[config.mk]
export PLATFORM = sky130hd
export DESIGN_NAME = wdt_device_flat
export DESIGN_NICKNAME = d
export VERILOG_FILES = /design/src/verilog/spi_wdt_pkg.sv /design/src/verilog/spi_wdt_if.sv /design/src/verilog/spi_target_shift.sv /design/src/verilog/wdt_device.sv /design/src/flat_wrapper.sv
export SDC_FILE = /design/constraint.sdc
export NUM_CORES = 1
export LEC_CHECK = 0
export ABC_AREA = 1
export BUFFER_PORTS_ARGS = -buffer_cell sky130_fd_sc_hd__buf_4
export CORE_ASPECT_RATIO = 0.6
export CORE_MARGIN = 8
export CORE_UTILIZATION = 55
export DETAILED_ROUTE_END_ITERATION = 10
export PLACE_DENSITY = 0.71
export SETUP_SLACK_MARGIN = 0.2
export SLEW_MARGIN = 20
export SYNTH_ARGS = -nofsm -noshare
export SYNTH_HDL_FRONTEND = slang
export SYNTH_SLANG_ARGS = --single-unit
[constraint.sdc]
create_clock -name hclk -period 3.9 [get_ports hclk]
set_clock_uncertainty 0.1 [all_clocks]
set_input_delay 0.78 -clock hclk [delete_from_list [all_inputs] [get_ports hclk]]
set_output_delay 0.78 -clock hclk [all_outputs]
set_load 0.01 [all_outputs]
[src/verilog/spi_wdt_pkg.sv]
package spi_wdt_pkg;
  // Clock and link timing
  localparam int CLK_PERIOD_NS = 20;
  localparam int SCLK_PERIOD_NS = 160;
  localparam int SCLK_HALF_CYCLES = SCLK_PERIOD_NS / (2 * CLK_PERIOD_NS);
  localparam int HALF_W = 4;

  // Supervisor timing: count step and window length for selector 00
  localparam int LSB_BASE_NS = 204800;
  localparam int LSB_BASE_CYCLES = LSB_BASE_NS / CLK_PERIOD_NS;
  localparam int WIN_BASE_NS = 11260000;
  localparam int WIN_STEPS_INT = (WIN_BASE_NS + LSB_BASE_NS / 2) / LSB_BASE_NS;
  localparam int PRESC_W = 17;
  localparam int WCNT_W = 6;
  localparam logic [WCNT_W-1:0] WIN_STEPS = WCNT_W'(WIN_STEPS_INT);

  // Link frame layout
  localparam int FRAME_W = 16;
  localparam int CNT_W = 5;
  localparam int FR_WRITE = 15;
  localparam int FR_ADDR_LO = 12;
  localparam int ADDR_W = 3;
  localparam int DATA_W = 12;

  // Device register addresses
  localparam logic [ADDR_W-1:0] ADDR_CFG = 3'h0;
  localparam logic [ADDR_W-1:0] ADDR_REFRESH = 3'h1;
  localparam logic [ADDR_W-1:0] ADDR_STATUS = 3'h2;
  localparam logic [ADDR_W-1:0] ADDR_WCOUNT = 3'h3;

  // Configuration register fields
  localparam int CFG_EN = 0;
  localparam int CFG_WIN_LO = 1;
  localparam int CFG_LIM_LO = 3;
  localparam int CFG_CLR_LO = 5;
  localparam logic [1:0] WIN_SEL_RST = 2'h1;
  localparam logic [1:0] LIM_SEL_RST = 2'h3;
  localparam logic [1:0] CLR_CMD_RST = 2'h1;
  localparam logic [1:0] CLR_CMD_RESET = 2'h2;

  // Status register fields
  localparam int ST_ACTIVE = 0;
  localparam int ST_TIMEOUT = 1;
  localparam int ST_SEQERR = 2;
  localparam int ST_ECNT_LO = 3;

  // Host register offsets
  localparam logic [7:0] HOST_TX = 8'h00;
  localparam logic [7:0] HOST_RX = 8'h04;
  localparam logic [7:0] HOST_STATUS = 8'h08;
  localparam logic [1:0] HTRANS_NONSEQ = 2'h2;
endpackage

[src/verilog/spi_wdt_if.sv]
`timescale 1ns/10ps
interface spi_wdt_if;
  logic sclk;
  logic cs_n;
  logic mosi;
  logic miso;
  logic miso_oe;
  logic miso_line;

  // Undriven line floats high through a pull-up
  assign miso_line = miso_oe ? miso : 1'b1;

  modport host (output sclk, output cs_n, output mosi, input miso_line);
  modport device (input sclk, input cs_n, input mosi, output miso, output miso_oe);
endinterface

[src/verilog/spi_target_shift.sv]
`timescale 1ns/10ps
module spi_target_shift
  import spi_wdt_pkg::*;
(
  // Clock and reset
  input wire logic hclk,
  input wire logic hresetn,
  // Link pins
  input wire logic sclk,
  input wire logic cs_n,
  input wire logic mosi,
  output logic miso,
  output logic miso_oe,
  // Frame side
  input wire logic [FRAME_W-1:0] tx_word,
  output logic [FRAME_W-1:0] rx_word,
  output logic rx_done
);
  logic [2:0] s1_q;
  logic [2:0] s2_q;
  logic [2:0] s3_q;
  logic [FRAME_W-1:0] sh_in_q;
  logic [FRAME_W-1:0] sh_out_q;
  logic [CNT_W-1:0] cnt_q;
  logic rise;
  logic fall;
  logic cs_fall;
  logic cs_rise;

  // Two-stage synchronisers: {sclk, cs_n, mosi}
  always_ff @(posedge hclk or negedge hresetn)
  begin
    if (!hresetn)
    begin
      s1_q <= 3'h2;
      s2_q <= 3'h2;
      s3_q <= 3'h2;
    end
    else
    begin
      s1_q <= {sclk, cs_n, mosi};
      s2_q <= s1_q;
      s3_q <= s2_q;
    end
  end

  assign rise = s2_q[2] & ~s3_q[2] & ~s2_q[1];
  assign fall = ~s2_q[2] & s3_q[2] & ~s2_q[1];
  assign cs_fall = ~s2_q[1] & s3_q[1];
  assign cs_rise = s2_q[1] & ~s3_q[1];

  always_ff @(posedge hclk or negedge hresetn)
  begin
    if (!hresetn)
    begin
      sh_in_q <= '0;
      cnt_q <= '0;
    end
    else if (cs_fall)
    begin
      sh_in_q <= '0;
      cnt_q <= '0;
    end
    else if (rise)
    begin
      sh_in_q <= {sh_in_q[FRAME_W-2:0], s2_q[0]};
      cnt_q <= cnt_q + CNT_W'(1);
    end
  end

  always_ff @(posedge hclk or negedge hresetn)
  begin
    if (!hresetn)
    begin
      sh_out_q <= '0;
      miso <= 1'b0;
      miso_oe <= 1'b0;
    end
    else
    begin
      miso_oe <= ~s2_q[1];
      if (cs_fall)
      begin
        sh_out_q <= {tx_word[FRAME_W-2:0], 1'b0};
        miso <= tx_word[FRAME_W-1];
      end
      else if (fall)
      begin
        sh_out_q <= {sh_out_q[FRAME_W-2:0], 1'b0};
        miso <= sh_out_q[FRAME_W-1];
      end
    end
  end

  // Frames of the wrong length are dropped
  always_ff @(posedge hclk or negedge hresetn)
  begin
    if (!hresetn)
    begin
      rx_word <= '0;
      rx_done <= 1'b0;
    end
    else
    begin
      rx_done <= cs_rise && (cnt_q == CNT_W'(FRAME_W));
      if (cs_rise)
        rx_word <= sh_in_q;
    end
  end
endmodule

[src/verilog/wdt_device.sv]
`timescale 1ns/10ps
module wdt_device
  import spi_wdt_pkg::*;
#(
  parameter int LSB_CYCLES = LSB_BASE_CYCLES
)
(
  // Clock and resets
  input wire logic hclk,
  input wire logic hresetn,
  input wire logic cfg_rst_n,
  // Link
  spi_wdt_if.device link,
  // Device status
  output logic supervisor_active_flag,
  output logic window_timeout_flag,
  output logic sequence_error_flag,
  output logic gate_drv_off,
  output logic charge_pump_off
);
  import spi_wdt_pkg::*;

  logic [FRAME_W-1:0] rx_word;
  logic rx_done;
  logic [FRAME_W-1:0] reply_q;
  logic supervisor_enable_q;
  logic [1:0] window_length_sel_q;
  logic [1:0] error_limit_sel_q;
  logic [1:0] fault_clear_cmd_q;
  logic [PRESC_W-1:0] presc_q;
  logic [WCNT_W-1:0] window_count_status_q;
  logic [3:0] expect_q;
  logic [1:0] error_count_status_q;
  logic wr_cfg;
  logic wr_refresh;
  logic [3:0] cmd;
  logic good_cmd;
  logic bad_cmd;
  logic clear_req;
  logic tick;
  logic win_elapsed;
  logic seq_hit;
  logic faulted;
  logic [DATA_W-1:0] cfg_view;
  logic [DATA_W-1:0] status_view;

  function automatic logic [3:0] to_gray(input logic [3:0] b);
    to_gray = b ^ (b >> 1);
  endfunction

  function automatic logic [1:0] limit_of(input logic [1:0] sel);
    limit_of = (sel == 2'h0) ? 2'h1 : sel;
  endfunction

  function automatic logic [PRESC_W-1:0] step_cycles(input logic [1:0] sel);
    step_cycles = PRESC_W'(LSB_CYCLES) << sel;
  endfunction

  spi_target_shift u_shift (
    .hclk(hclk),
    .hresetn(hresetn),
    .sclk(link.sclk),
    .cs_n(link.cs_n),
    .mosi(link.mosi),
    .miso(link.miso),
    .miso_oe(link.miso_oe),
    .tx_word(reply_q),
    .rx_word(rx_word),
    .rx_done(rx_done)
  );

  assign wr_cfg = rx_done && rx_word[FR_WRITE]
    && (rx_word[FR_WRITE-1:FR_ADDR_LO] == ADDR_CFG);
  assign wr_refresh = rx_done && rx_word[FR_WRITE]
    && (rx_word[FR_WRITE-1:FR_ADDR_LO] == ADDR_REFRESH);
  assign cmd = rx_word[3:0];
  assign faulted = window_timeout_flag | sequence_error_flag;
  assign good_cmd = wr_refresh && supervisor_enable_q && (cmd == expect_q);
  assign bad_cmd = wr_refresh && supervisor_enable_q && (cmd != expect_q);
  assign clear_req = wr_cfg && faulted
    && (rx_word[CFG_CLR_LO+1:CFG_CLR_LO] == CLR_CMD_RESET);
  assign tick = supervisor_enable_q && !window_timeout_flag
    && (presc_q == step_cycles(window_length_sel_q) - PRESC_W'(1));
  assign win_elapsed = tick && (window_count_status_q == WIN_STEPS - WCNT_W'(1));
  // Compare one bit wider so a saturated count cannot wrap to zero
  assign seq_hit = bad_cmd
    && ({1'b0, error_count_status_q} + 3'h1
    >= {1'b0, limit_of(error_limit_sel_q)});

  // Enable and configuration
  always_ff @(posedge hclk or negedge hresetn)
  begin
    if (!hresetn)
    begin
      supervisor_enable_q <= 1'b0;
      window_length_sel_q <= WIN_SEL_RST;
      error_limit_sel_q <= LIM_SEL_RST;
      fault_clear_cmd_q <= CLR_CMD_RST;
    end
    else if (!cfg_rst_n)
    begin
      supervisor_enable_q <= 1'b0;
      window_length_sel_q <= WIN_SEL_RST;
      error_limit_sel_q <= LIM_SEL_RST;
      fault_clear_cmd_q <= CLR_CMD_RST;
    end
    else if (wr_cfg)
    begin
      if (rx_word[CFG_EN])
        supervisor_enable_q <= 1'b1;
      if (!supervisor_enable_q)
        window_length_sel_q <= rx_word[CFG_WIN_LO+1:CFG_WIN_LO];
      error_limit_sel_q <= rx_word[CFG_LIM_LO+1:CFG_LIM_LO];
      fault_clear_cmd_q <= rx_word[CFG_CLR_LO+1:CFG_CLR_LO];
    end
  end

  // Overflow prescaler and window counter
  always_ff @(posedge hclk or negedge hresetn)
  begin
    if (!hresetn)
    begin
      presc_q <= '0;
      window_count_status_q <= '0;
    end
    else if (!cfg_rst_n || !supervisor_enable_q || good_cmd || clear_req)
    begin
      presc_q <= '0;
      window_count_status_q <= '0;
    end
    else if (!window_timeout_flag)
    begin
      if (tick)
      begin
        presc_q <= '0;
        window_count_status_q <= win_elapsed ? '0 : window_count_status_q + WCNT_W'(1);
      end
      else
        presc_q <= presc_q + PRESC_W'(1);
    end
  end

  // Expected command and error counter
  always_ff @(posedge hclk or negedge hresetn)
  begin
    if (!hresetn)
    begin
      expect_q <= '0;
      error_count_status_q <= '0;
    end
    else if (!cfg_rst_n || !supervisor_enable_q)
    begin
      expect_q <= '0;
      error_count_status_q <= '0;
    end
    else if (clear_req)
      error_count_status_q <= '0;
    else if (good_cmd)
    begin
      expect_q <= expect_q + 4'h1;
      if (error_count_status_q != 2'h0)
        error_count_status_q <= error_count_status_q - 2'h1;
    end
    else if (bad_cmd && !seq_hit)
      error_count_status_q <= error_count_status_q + 2'h1;
    else if (seq_hit)
      error_count_status_q <= limit_of(error_limit_sel_q);
  end

  // Sticky fault flags; a new fault wins over a clear
  always_ff @(posedge hclk or negedge hresetn)
  begin
    if (!hresetn)
    begin
      window_timeout_flag <= 1'b0;
      sequence_error_flag <= 1'b0;
    end
    else if (!cfg_rst_n)
    begin
      window_timeout_flag <= 1'b0;
      sequence_error_flag <= 1'b0;
    end
    else
    begin
      if (win_elapsed)
        window_timeout_flag <= 1'b1;
      else if (clear_req)
        window_timeout_flag <= 1'b0;
      if (seq_hit)
        sequence_error_flag <= 1'b1;
      else if (clear_req)
        sequence_error_flag <= 1'b0;
    end
  end

  // Safe state and activity outputs
  always_ff @(posedge hclk or negedge hresetn)
  begin
    if (!hresetn)
    begin
      gate_drv_off <= 1'b0;
      charge_pump_off <= 1'b0;
      supervisor_active_flag <= 1'b0;
    end
    else
    begin
      gate_drv_off <= faulted;
      charge_pump_off <= faulted;
      supervisor_active_flag <= supervisor_enable_q;
    end
  end

  assign cfg_view = {5'h0, fault_clear_cmd_q, error_limit_sel_q,
    window_length_sel_q, supervisor_enable_q};
  assign status_view = {7'h0, error_count_status_q, sequence_error_flag,
    window_timeout_flag, supervisor_active_flag};

  // Reply carried out in the next frame
  always_ff @(posedge hclk or negedge hresetn)
  begin
    if (!hresetn)
      reply_q <= '0;
    else if (rx_done)
    begin
      reply_q[FRAME_W-1:DATA_W] <= rx_word[FRAME_W-1:DATA_W];
      unique case (rx_word[FR_WRITE-1:FR_ADDR_LO])
        ADDR_CFG: reply_q[DATA_W-1:0] <= cfg_view;
        ADDR_REFRESH: reply_q[DATA_W-1:0] <= {8'h0, to_gray(cmd)};
        ADDR_STATUS: reply_q[DATA_W-1:0] <= status_view;
        ADDR_WCOUNT: reply_q[DATA_W-1:0] <= {6'h0, window_count_status_q};
        default: reply_q[DATA_W-1:0] <= '0;
      endcase
    end
  end
endmodule

[src/flat_wrapper.sv]
// flat-port wrapper written by rule: the top's interface ports become plain ports
module wdt_device_flat import spi_wdt_pkg::*;
#(
  parameter int LSB_CYCLES = LSB_BASE_CYCLES
)
  (hclk, hresetn, cfg_rst_n, supervisor_active_flag, window_timeout_flag, sequence_error_flag, gate_drv_off, charge_pump_off, link_sclk, link_cs_n, link_mosi, link_miso, link_miso_oe);
  spi_wdt_if link_i ();
  input wire logic hclk;
  input wire logic hresetn;
  input wire logic cfg_rst_n;
  output logic supervisor_active_flag;
  output logic window_timeout_flag;
  output logic sequence_error_flag;
  output logic gate_drv_off;
  output logic charge_pump_off;
  input wire logic [$bits(link_i.sclk)-1:0] link_sclk;
  input wire logic [$bits(link_i.cs_n)-1:0] link_cs_n;
  input wire logic [$bits(link_i.mosi)-1:0] link_mosi;
  output wire logic [$bits(link_i.miso)-1:0] link_miso;
  output wire logic [$bits(link_i.miso_oe)-1:0] link_miso_oe;
  assign link_i.sclk = link_sclk;
  assign link_i.cs_n = link_cs_n;
  assign link_i.mosi = link_mosi;
  assign link_miso = link_i.miso;
  assign link_miso_oe = link_i.miso_oe;
  wdt_device #(.LSB_CYCLES(LSB_CYCLES)) u_core (.hclk(hclk), .hresetn(hresetn), .cfg_rst_n(cfg_rst_n), .link(link_i), .supervisor_active_flag(supervisor_active_flag), .window_timeout_flag(window_timeout_flag), .sequence_error_flag(sequence_error_flag), .gate_drv_off(gate_drv_off), .charge_pump_off(charge_pump_off));
endmodule
## Word-level counts from Yosys, hierarchy flattened

Cells that the tools add are included.

- Bits of input ports: 6
- Bits in registers: 121
- Output and inout port bits: 7

- Equality and inequality tests: 17
- Reduce and logical (&&, ||, !) cells: 34
- Multiplexer cells: 41
- Add/subtract/negate cells: 8
- $lt $le $gt $ge: 1
- Bitwise logic cells: 12
- Shift-type cells: 1

Operator list:

| operator | count |
|---|---|
| $mux 16 | 4 |
| $mux 17 | 3 |
| $mux 2 | 14 |
| $pmux 7 s4 | 1 |
| $mux 6 | 4 |
| $add 17x1->17 const B | 1 |
| $eq 17x17->1 | 1 |
| $shl 14x2->17 const A | 1 |
| $sub 17x1->17 const B | 1 |
| $logic_and 1x1->1 | 14 |
| $mux 4 | 3 |
| $mux 1 | 10 |
| $mux 5 | 2 |
| $reduce_and 2->1 | 5 |
| $reduce_bool 2->1 | 5 |
| $add 6x1->6 const B | 1 |
| $and 1x1->1 | 6 |
| $eq 3x2->1 const B | 2 |
| $eq 6x6->1 const B | 1 |
| $ne 2x2->1 const B | 3 |
| $ne 3x1->1 const B | 2 |
| $add 5x1->5 const B | 1 |
| $eq 5x5->1 const B | 1 |
| $reduce_bool 5->1 | 1 |
| other kinds (18) | 27 |

## Longest topological paths before layout

- Word-level depth: 11
- Mapped depth: 14

## Cells and area by module

From an unflattened synthesis, not the netlist that was laid out.

- Cells, all modules: 697
- Area total of the unflattened synthesis: 5866.9 um^2

Modules (own cells, without submodules):

| module | seq. area each (um^2) | times used | cells each | area each (um^2) |
|---|---|---|---|---|
| wdt_device | 1281.2 | 1 | 437 | 3354.5 |
| spi_target_shift | 1580.3 | 1 | 260 | 2512.4 |

## Least setup slack after synthesis

Ideal clock, no wire load.

- Path type: register to register
- From: register u_core.window_length_sel_q[0]
- To: register u_core.presc_q[11]
- Clock period less this slack: 1.898 ns
- Arrival: 1.676 ns
- Cell stages (with the launch flop): 11
- Slack: 2.002 ns
- Path through: dfstp_2 > inv_1 > ha_1 > xor2_1 > nand2_1 > nand3_1 > nor2_4 > nor2_4 > buf_6 > nand2_2 > a21oi_2

- Longest elaborated chain between the ends: 7

Ends and longest elaborated chain:

| item | RTL line | text |
|---|---|---|
| start: declaration | wdt_device.sv:27 | `logic [1:0] window_length_sel_q;` |
| start signal: assignment | wdt_device.sv:112 | `window_length_sel_q <= rx_word[CFG_WIN_LO+1:CFG_WIN_LO];` |
| $shl 14x2->17 | wdt_device.sv:56 | `step_cycles = PRESC_W'(LSB_CYCLES) << sel;` |
| $sub 17x1->17 | wdt_device.sv:83 | `&& (presc_q == step_cycles(window_length_sel_q) - PRESC_W'(1));` |
| $eq 17x17->1 | wdt_device.sv:83 |  |
| $logic_and 1x1->1 | wdt_device.sv:83 |  |
| $mux 17 | wdt_device.sv:133 | `if (tick)` |
| $mux 17 | wdt_device.sv:131 | `else if (!window_timeout_flag)` |
| $mux 17 | wdt_device.sv:126 | `else if (!cfg_rst_n \|\| !supervisor_enable_q \|\| good_cmd \|\| clear_req)` |
| end signal: assignment | wdt_device.sv:139 | `presc_q <= presc_q + PRESC_W'(1);` |
| end: declaration | wdt_device.sv:30 | `logic [PRESC_W-1:0] presc_q;` |

No other way between the ends. The select of a mux whose other input is x is not followed.
A chain may end at the register's enable or synchronous reset.

## Worst setup path after layout

- From: register u_core.u_shift.s2_q[1]
- To: register u_core.u_shift.sh_out_q[6]

- Longest elaborated chain between the ends: 3
- Elaborated cells between the ends (all ways): 5
- Those cells by class: 1 x mux; 3 x bitwise; 1 x reduce/logical

Ends and longest elaborated chain:

| item | RTL line | text |
|---|---|---|
| start: declaration | spi_target_shift.sv:20 | `logic [2:0] s2_q;` |
| start signal: assignment | spi_target_shift.sv:42 | `s2_q <= s1_q;` |
| $not 1->1 * | spi_target_shift.sv:48, spi_target_shift.sv:49 |  |
| $and 1x1->1 (on tied branches) | spi_target_shift.sv:49, spi_target_shift.sv:48 |  |
| $mux 16 / $reduce_bool 2->1 (equally long branches) | - |  |
| end signal: assignment | spi_target_shift.sv:84 | `sh_out_q <= {tx_word[FRAME_W-2:0], 1'b0};` |
| end signal: assignment | spi_target_shift.sv:89 | `sh_out_q <= {sh_out_q[FRAME_W-2:0], 1'b0};` |
| end: declaration | spi_target_shift.sv:23 | `logic [FRAME_W-1:0] sh_out_q;` |

Mark *: on every way between the ends. The rest lies on a longest branch, timed or not.

==> results.sh <==
export IMPL_start_util_pct=55.4
export IMPL_hp_start="u_core.u_shift.s1_q[0]"
export IMPL_hold_path_class="flip-flop to flip-flop"
export IMPL_ys_ff_latch=109
export IMPL_synth_area_per_cell_sq_um=8.54
export IMPL_final_cells=776
export IMPL_dp_cells=760
export IMPL_synthXorXnorAreaFrac_pct=1.96
export IMPL_path_delay_family="buffers and inverters"
export IMPL_netlist_area_sq_um=5350
export IMPL_cts_made_buffers=9
export IMPL_core_area_sq_um=9670
export IMPL_drv_cap=0
export IMPL_critPathSlowestCell="dfstp_2"
export IMPL_cts_num_sinks=109
export IMPL_power_leakage_nw=2.67
export IMPL_synth_edf_count=0
export IMPL_synth_flop_cell="dfrtp_1"
export IMPL_post_drt_wl_per_cell_um=14.7
export IMPL_path_buf_inv=2
export IMPL_core_rowCount=28
export IMPL_synthArstFlopShare_pct=100
export IMPL_maxSlewHeadroom_pct=43.1
export IMPL_slowest_delay_ns=0.57
export IMPL_post_route_period_util_pct=64.3
export IMPL_drtPass1Iterations=5
export IMPL_grt_pass1_wl_mm=19.5
export IMPL_diodes=0
export IMPL_worstPathCellList="nor2_1 > buf_4 > inv_1 > nand2_1 > o211ai_1 > o21ai_0"
export IMPL_clk_path_buf_depth=2
export IMPL_cts_hold_buf=0
export IMPL_timing_rr_start="u_core.u_shift.s2_q[1]"
export IMPL_synthAdderAreaFrac_pct=3.65
export IMPL_cts_tree="built"
export IMPL_synthMuxAreaShare_pct=0.421
export IMPL_grt_pass1_vias=3919
export IMPL_wl_mm=11.4
export IMPL_die_height_um=92.4
export IMPL_yosys_top_cells_area="dfrtp_1 48%, nand2_1 9.9%, inv_1 5.9%, o21ai_0 4.3%, nand3_1 3.9%"
export IMPL_drt_initial_drc_count=345
export IMPL_ys_warn_count=0
export IMPL_cp_required_ns=4.00
export IMPL_slew_viol_final=0
export IMPL_ir_drop_uv=216
export IMPL_syn_to_final_growth_pct=9.07
export IMPL_synth_nets=648
export IMPL_place_hpwl_mm=8.30
export IMPL_overflow=0
export IMPL_synth_top_family_by_area="simple AND/OR/NAND/NOR gates"
export IMPL_ys_types=42
export IMPL_grt_total_usage_pct=18.4
export IMPL_antenna_left=0
export IMPL_antenna_found_initial=0
export IMPL_endpoint_kind="flip-flop"
export IMPL_rsz0062_at_grt="false"
export IMPL_status="complete, no violations"
export IMPL_tightest_slew_ns=0.853
export IMPL_num_vias=4109
export IMPL_rr_endpoint="u_core.u_shift.sh_out_q[6]"
export IMPL_cts_resized=0
export IMPL_yosysTopAreaCell="dfrtp_1"
export IMPL_power_density_nw_per_um2=375
export IMPL_min_period_ns=2.51
export IMPL_crit_path_start_kind="flip-flop"
export IMPL_via_per_inst=5.30
export IMPL_arrival_ns=2.61
export IMPL_die_w_um=143
export IMPL_rrSetupSlack_ns=1.39
export IMPL_cts_max_level=3
export IMPL_drive_gt1_share_pct=11.1
export IMPL_cts_setup_buffers=0
export IMPL_portBuffers=12
export IMPL_fin_tns_setup_ns=0
export IMPL_synthSimpleGateAreaFrac_pct=23.1
export IMPL_syn_inst=627
export IMPL_pin_count=13
export IMPL_drc=0
export IMPL_holdPathStages=0
export IMPL_ff2ff_path_depth=6
export IMPL_setup_viol=0
export IMPL_fmax_mhz=399
export IMPL_synth_compound_area_share_pct=11.5
export IMPL_layout_nets=657
export IMPL_grt_max_degree=69
export IMPL_min_to="u_core.u_shift.s2_q[0]"
export IMPL_synth_top_area_share_pct=47.7
export IMPL_yosysSeqAreaShare_pct=51.1
export IMPL_worst_path_max_fanout=25
export IMPL_clkLatencyLatePin_ns=0.35
export IMPL_clockRootBuffer="clkbuf_16"
export IMPL_gp_congestion=0.830
export IMPL_die_area_sq_um=13300
export IMPL_final_hold_viol_count=0
export IMPL_clkSlewWorstSetupHoldPaths_ns=0.08
export IMPL_crit_type="flip-flop to flip-flop"
## synth_stat cells, types with 4 or more instances
library cell,number
dfrtp_1,102
nand4_1,7
o22ai_1,16
ha_1,14
buf_2,4
a31oi_1,8
a21oi_1,25
clkbuf_1,10
nor2_1,46
xor2_1,5
dfstp_2,7
nand2_2,4
xnor2_1,7
nor2_4,4
nand3_1,42
nor3_1,10
nand2_1,141
inv_2,6
inv_1,84
o21ai_0,46
nor2_2,6
## flip-flops by register name (all words and copies together), names as in the netlist, 2 cells and up
signal                        flops
u_core.presc_q                   17
u_core.u_shift.sh_in_q           16
u_core.u_shift.sh_out_q          15
u_core.reply_q                   11
u_core.u_shift.rx_word           11
u_core.window_count_status_q      6
u_core.u_shift.cnt_q              5
u_core.expect_q                   4
u_core.u_shift.s1_q               3
u_core.u_shift.s2_q               3
u_core.error_count_status_q       2
u_core.error_limit_sel_q          2
u_core.fault_clear_cmd_q          2
u_core.u_shift.s3_q               2
u_core.window_length_sel_q        2
## stage by stage
| step | hold slack (ns) | power [mW] | util, % | cell area, sq um | worst slack (ns) |
|---|---|---|---|---|---|
| finish | 0.253 | 2.19 | 60.4 | 5840 | 1.39 |
| global route | 0.266 | 2.28 | 60.4 | 5840 | 1.14 |
| CTS | 0.253 | 2.22 | 60.4 | 5840 | 1.39 |
| detailed placement | 0.235 | 1.31 | 57.3 | 5540 | 1.41 |
| global placement | 0.238 | 1.30 | 57.3 | 5540 | 1.53 |
| floorplan | 0.231 | 1.26 | - | 5350 | 2.00 |
## cells by family after synthesis
family | after synthesis
AO/OA/AOI/OAI | 109
XOR/XNOR | 12
adder cells (fa/ha/maj) | 15
buffers and inverters | 109
flip-flops | 109
multiplexers | 2
AND/OR/NAND/NOR | 271
## metal layers
metal | vias to the layer above | track usage [%] | wire [um]
li1 | 2052 | - | -
met1 | 1960 | 27.7 | 5900
met2 | 87 | 25.9 | 4890
met3 | 10 | 4.88 | 499
met4 | 0 | 4.18 | 94
met5 | - | 0 | 0
## layout by cell type (no fill, tap or decap), types with 9 or more instances in the layout
master     instances
buf_4             16
ha_1              14
clkbuf_16          9
nor2_1            46
nand3_1           42
inv_1             84
nand2_1          141
o22ai_1           16
nor3_1            10
o21ai_0           46
a21oi_1           25
dfrtp_1          102
## worst reg2reg max path: stages (launching register included)
cell and delay (ns):
dfstp_2 0.57, nor2_1 0.06, buf_4 0.19, inv_1 0.55, nand2_1 0.56, o211ai_1 0.22, o21ai_0 0.12
## worst max-delay path by stage
stage / startpoint / end / slack (ns) / cells past startpoint
after CTS: u_core.u_shift.s2_q[1] / u_core.u_shift.sh_out_q[15] / 1.39 / 6
after floorplan: u_core.window_length_sel_q[0] / u_core.presc_q[11] / 2.00 / 10
final: u_core.u_shift.s2_q[1] / u_core.u_shift.sh_out_q[6] / 1.39 / 6
after global placement: u_core.u_shift.s2_q[1] / u_core.u_shift.sh_out_q[6] / 1.53 / 6
after detailed placement: u_core.u_shift.s2_q[1] / u_core.u_shift.sh_out_q[15] / 1.41 / 6
after global routing: u_core.u_shift.s2_q[1] / u_core.u_shift.sh_out_q[6] / 1.14 / 6
## area by class of cell
cell class,count,area [sq um]
fill,857,3830
clock buffer,9,225
tap,135,169
timing repair buffer,16,120
sequential,109,2740
inverter,91,342
multi-input combinational,409,2170
clock inverter,7,73.8
## report_power, final
| group | switching [mW] | internal [mW] |
|---|---|---|
| Combinational | 0.0746 | 0.0313 |
| Sequential | 0.0168 | 1.16 |
| Clock | 0.447 | 0.456 |
| Total | 0.539 | 1.65 |
Note: power is estimated with default switching activity, not from simulation.
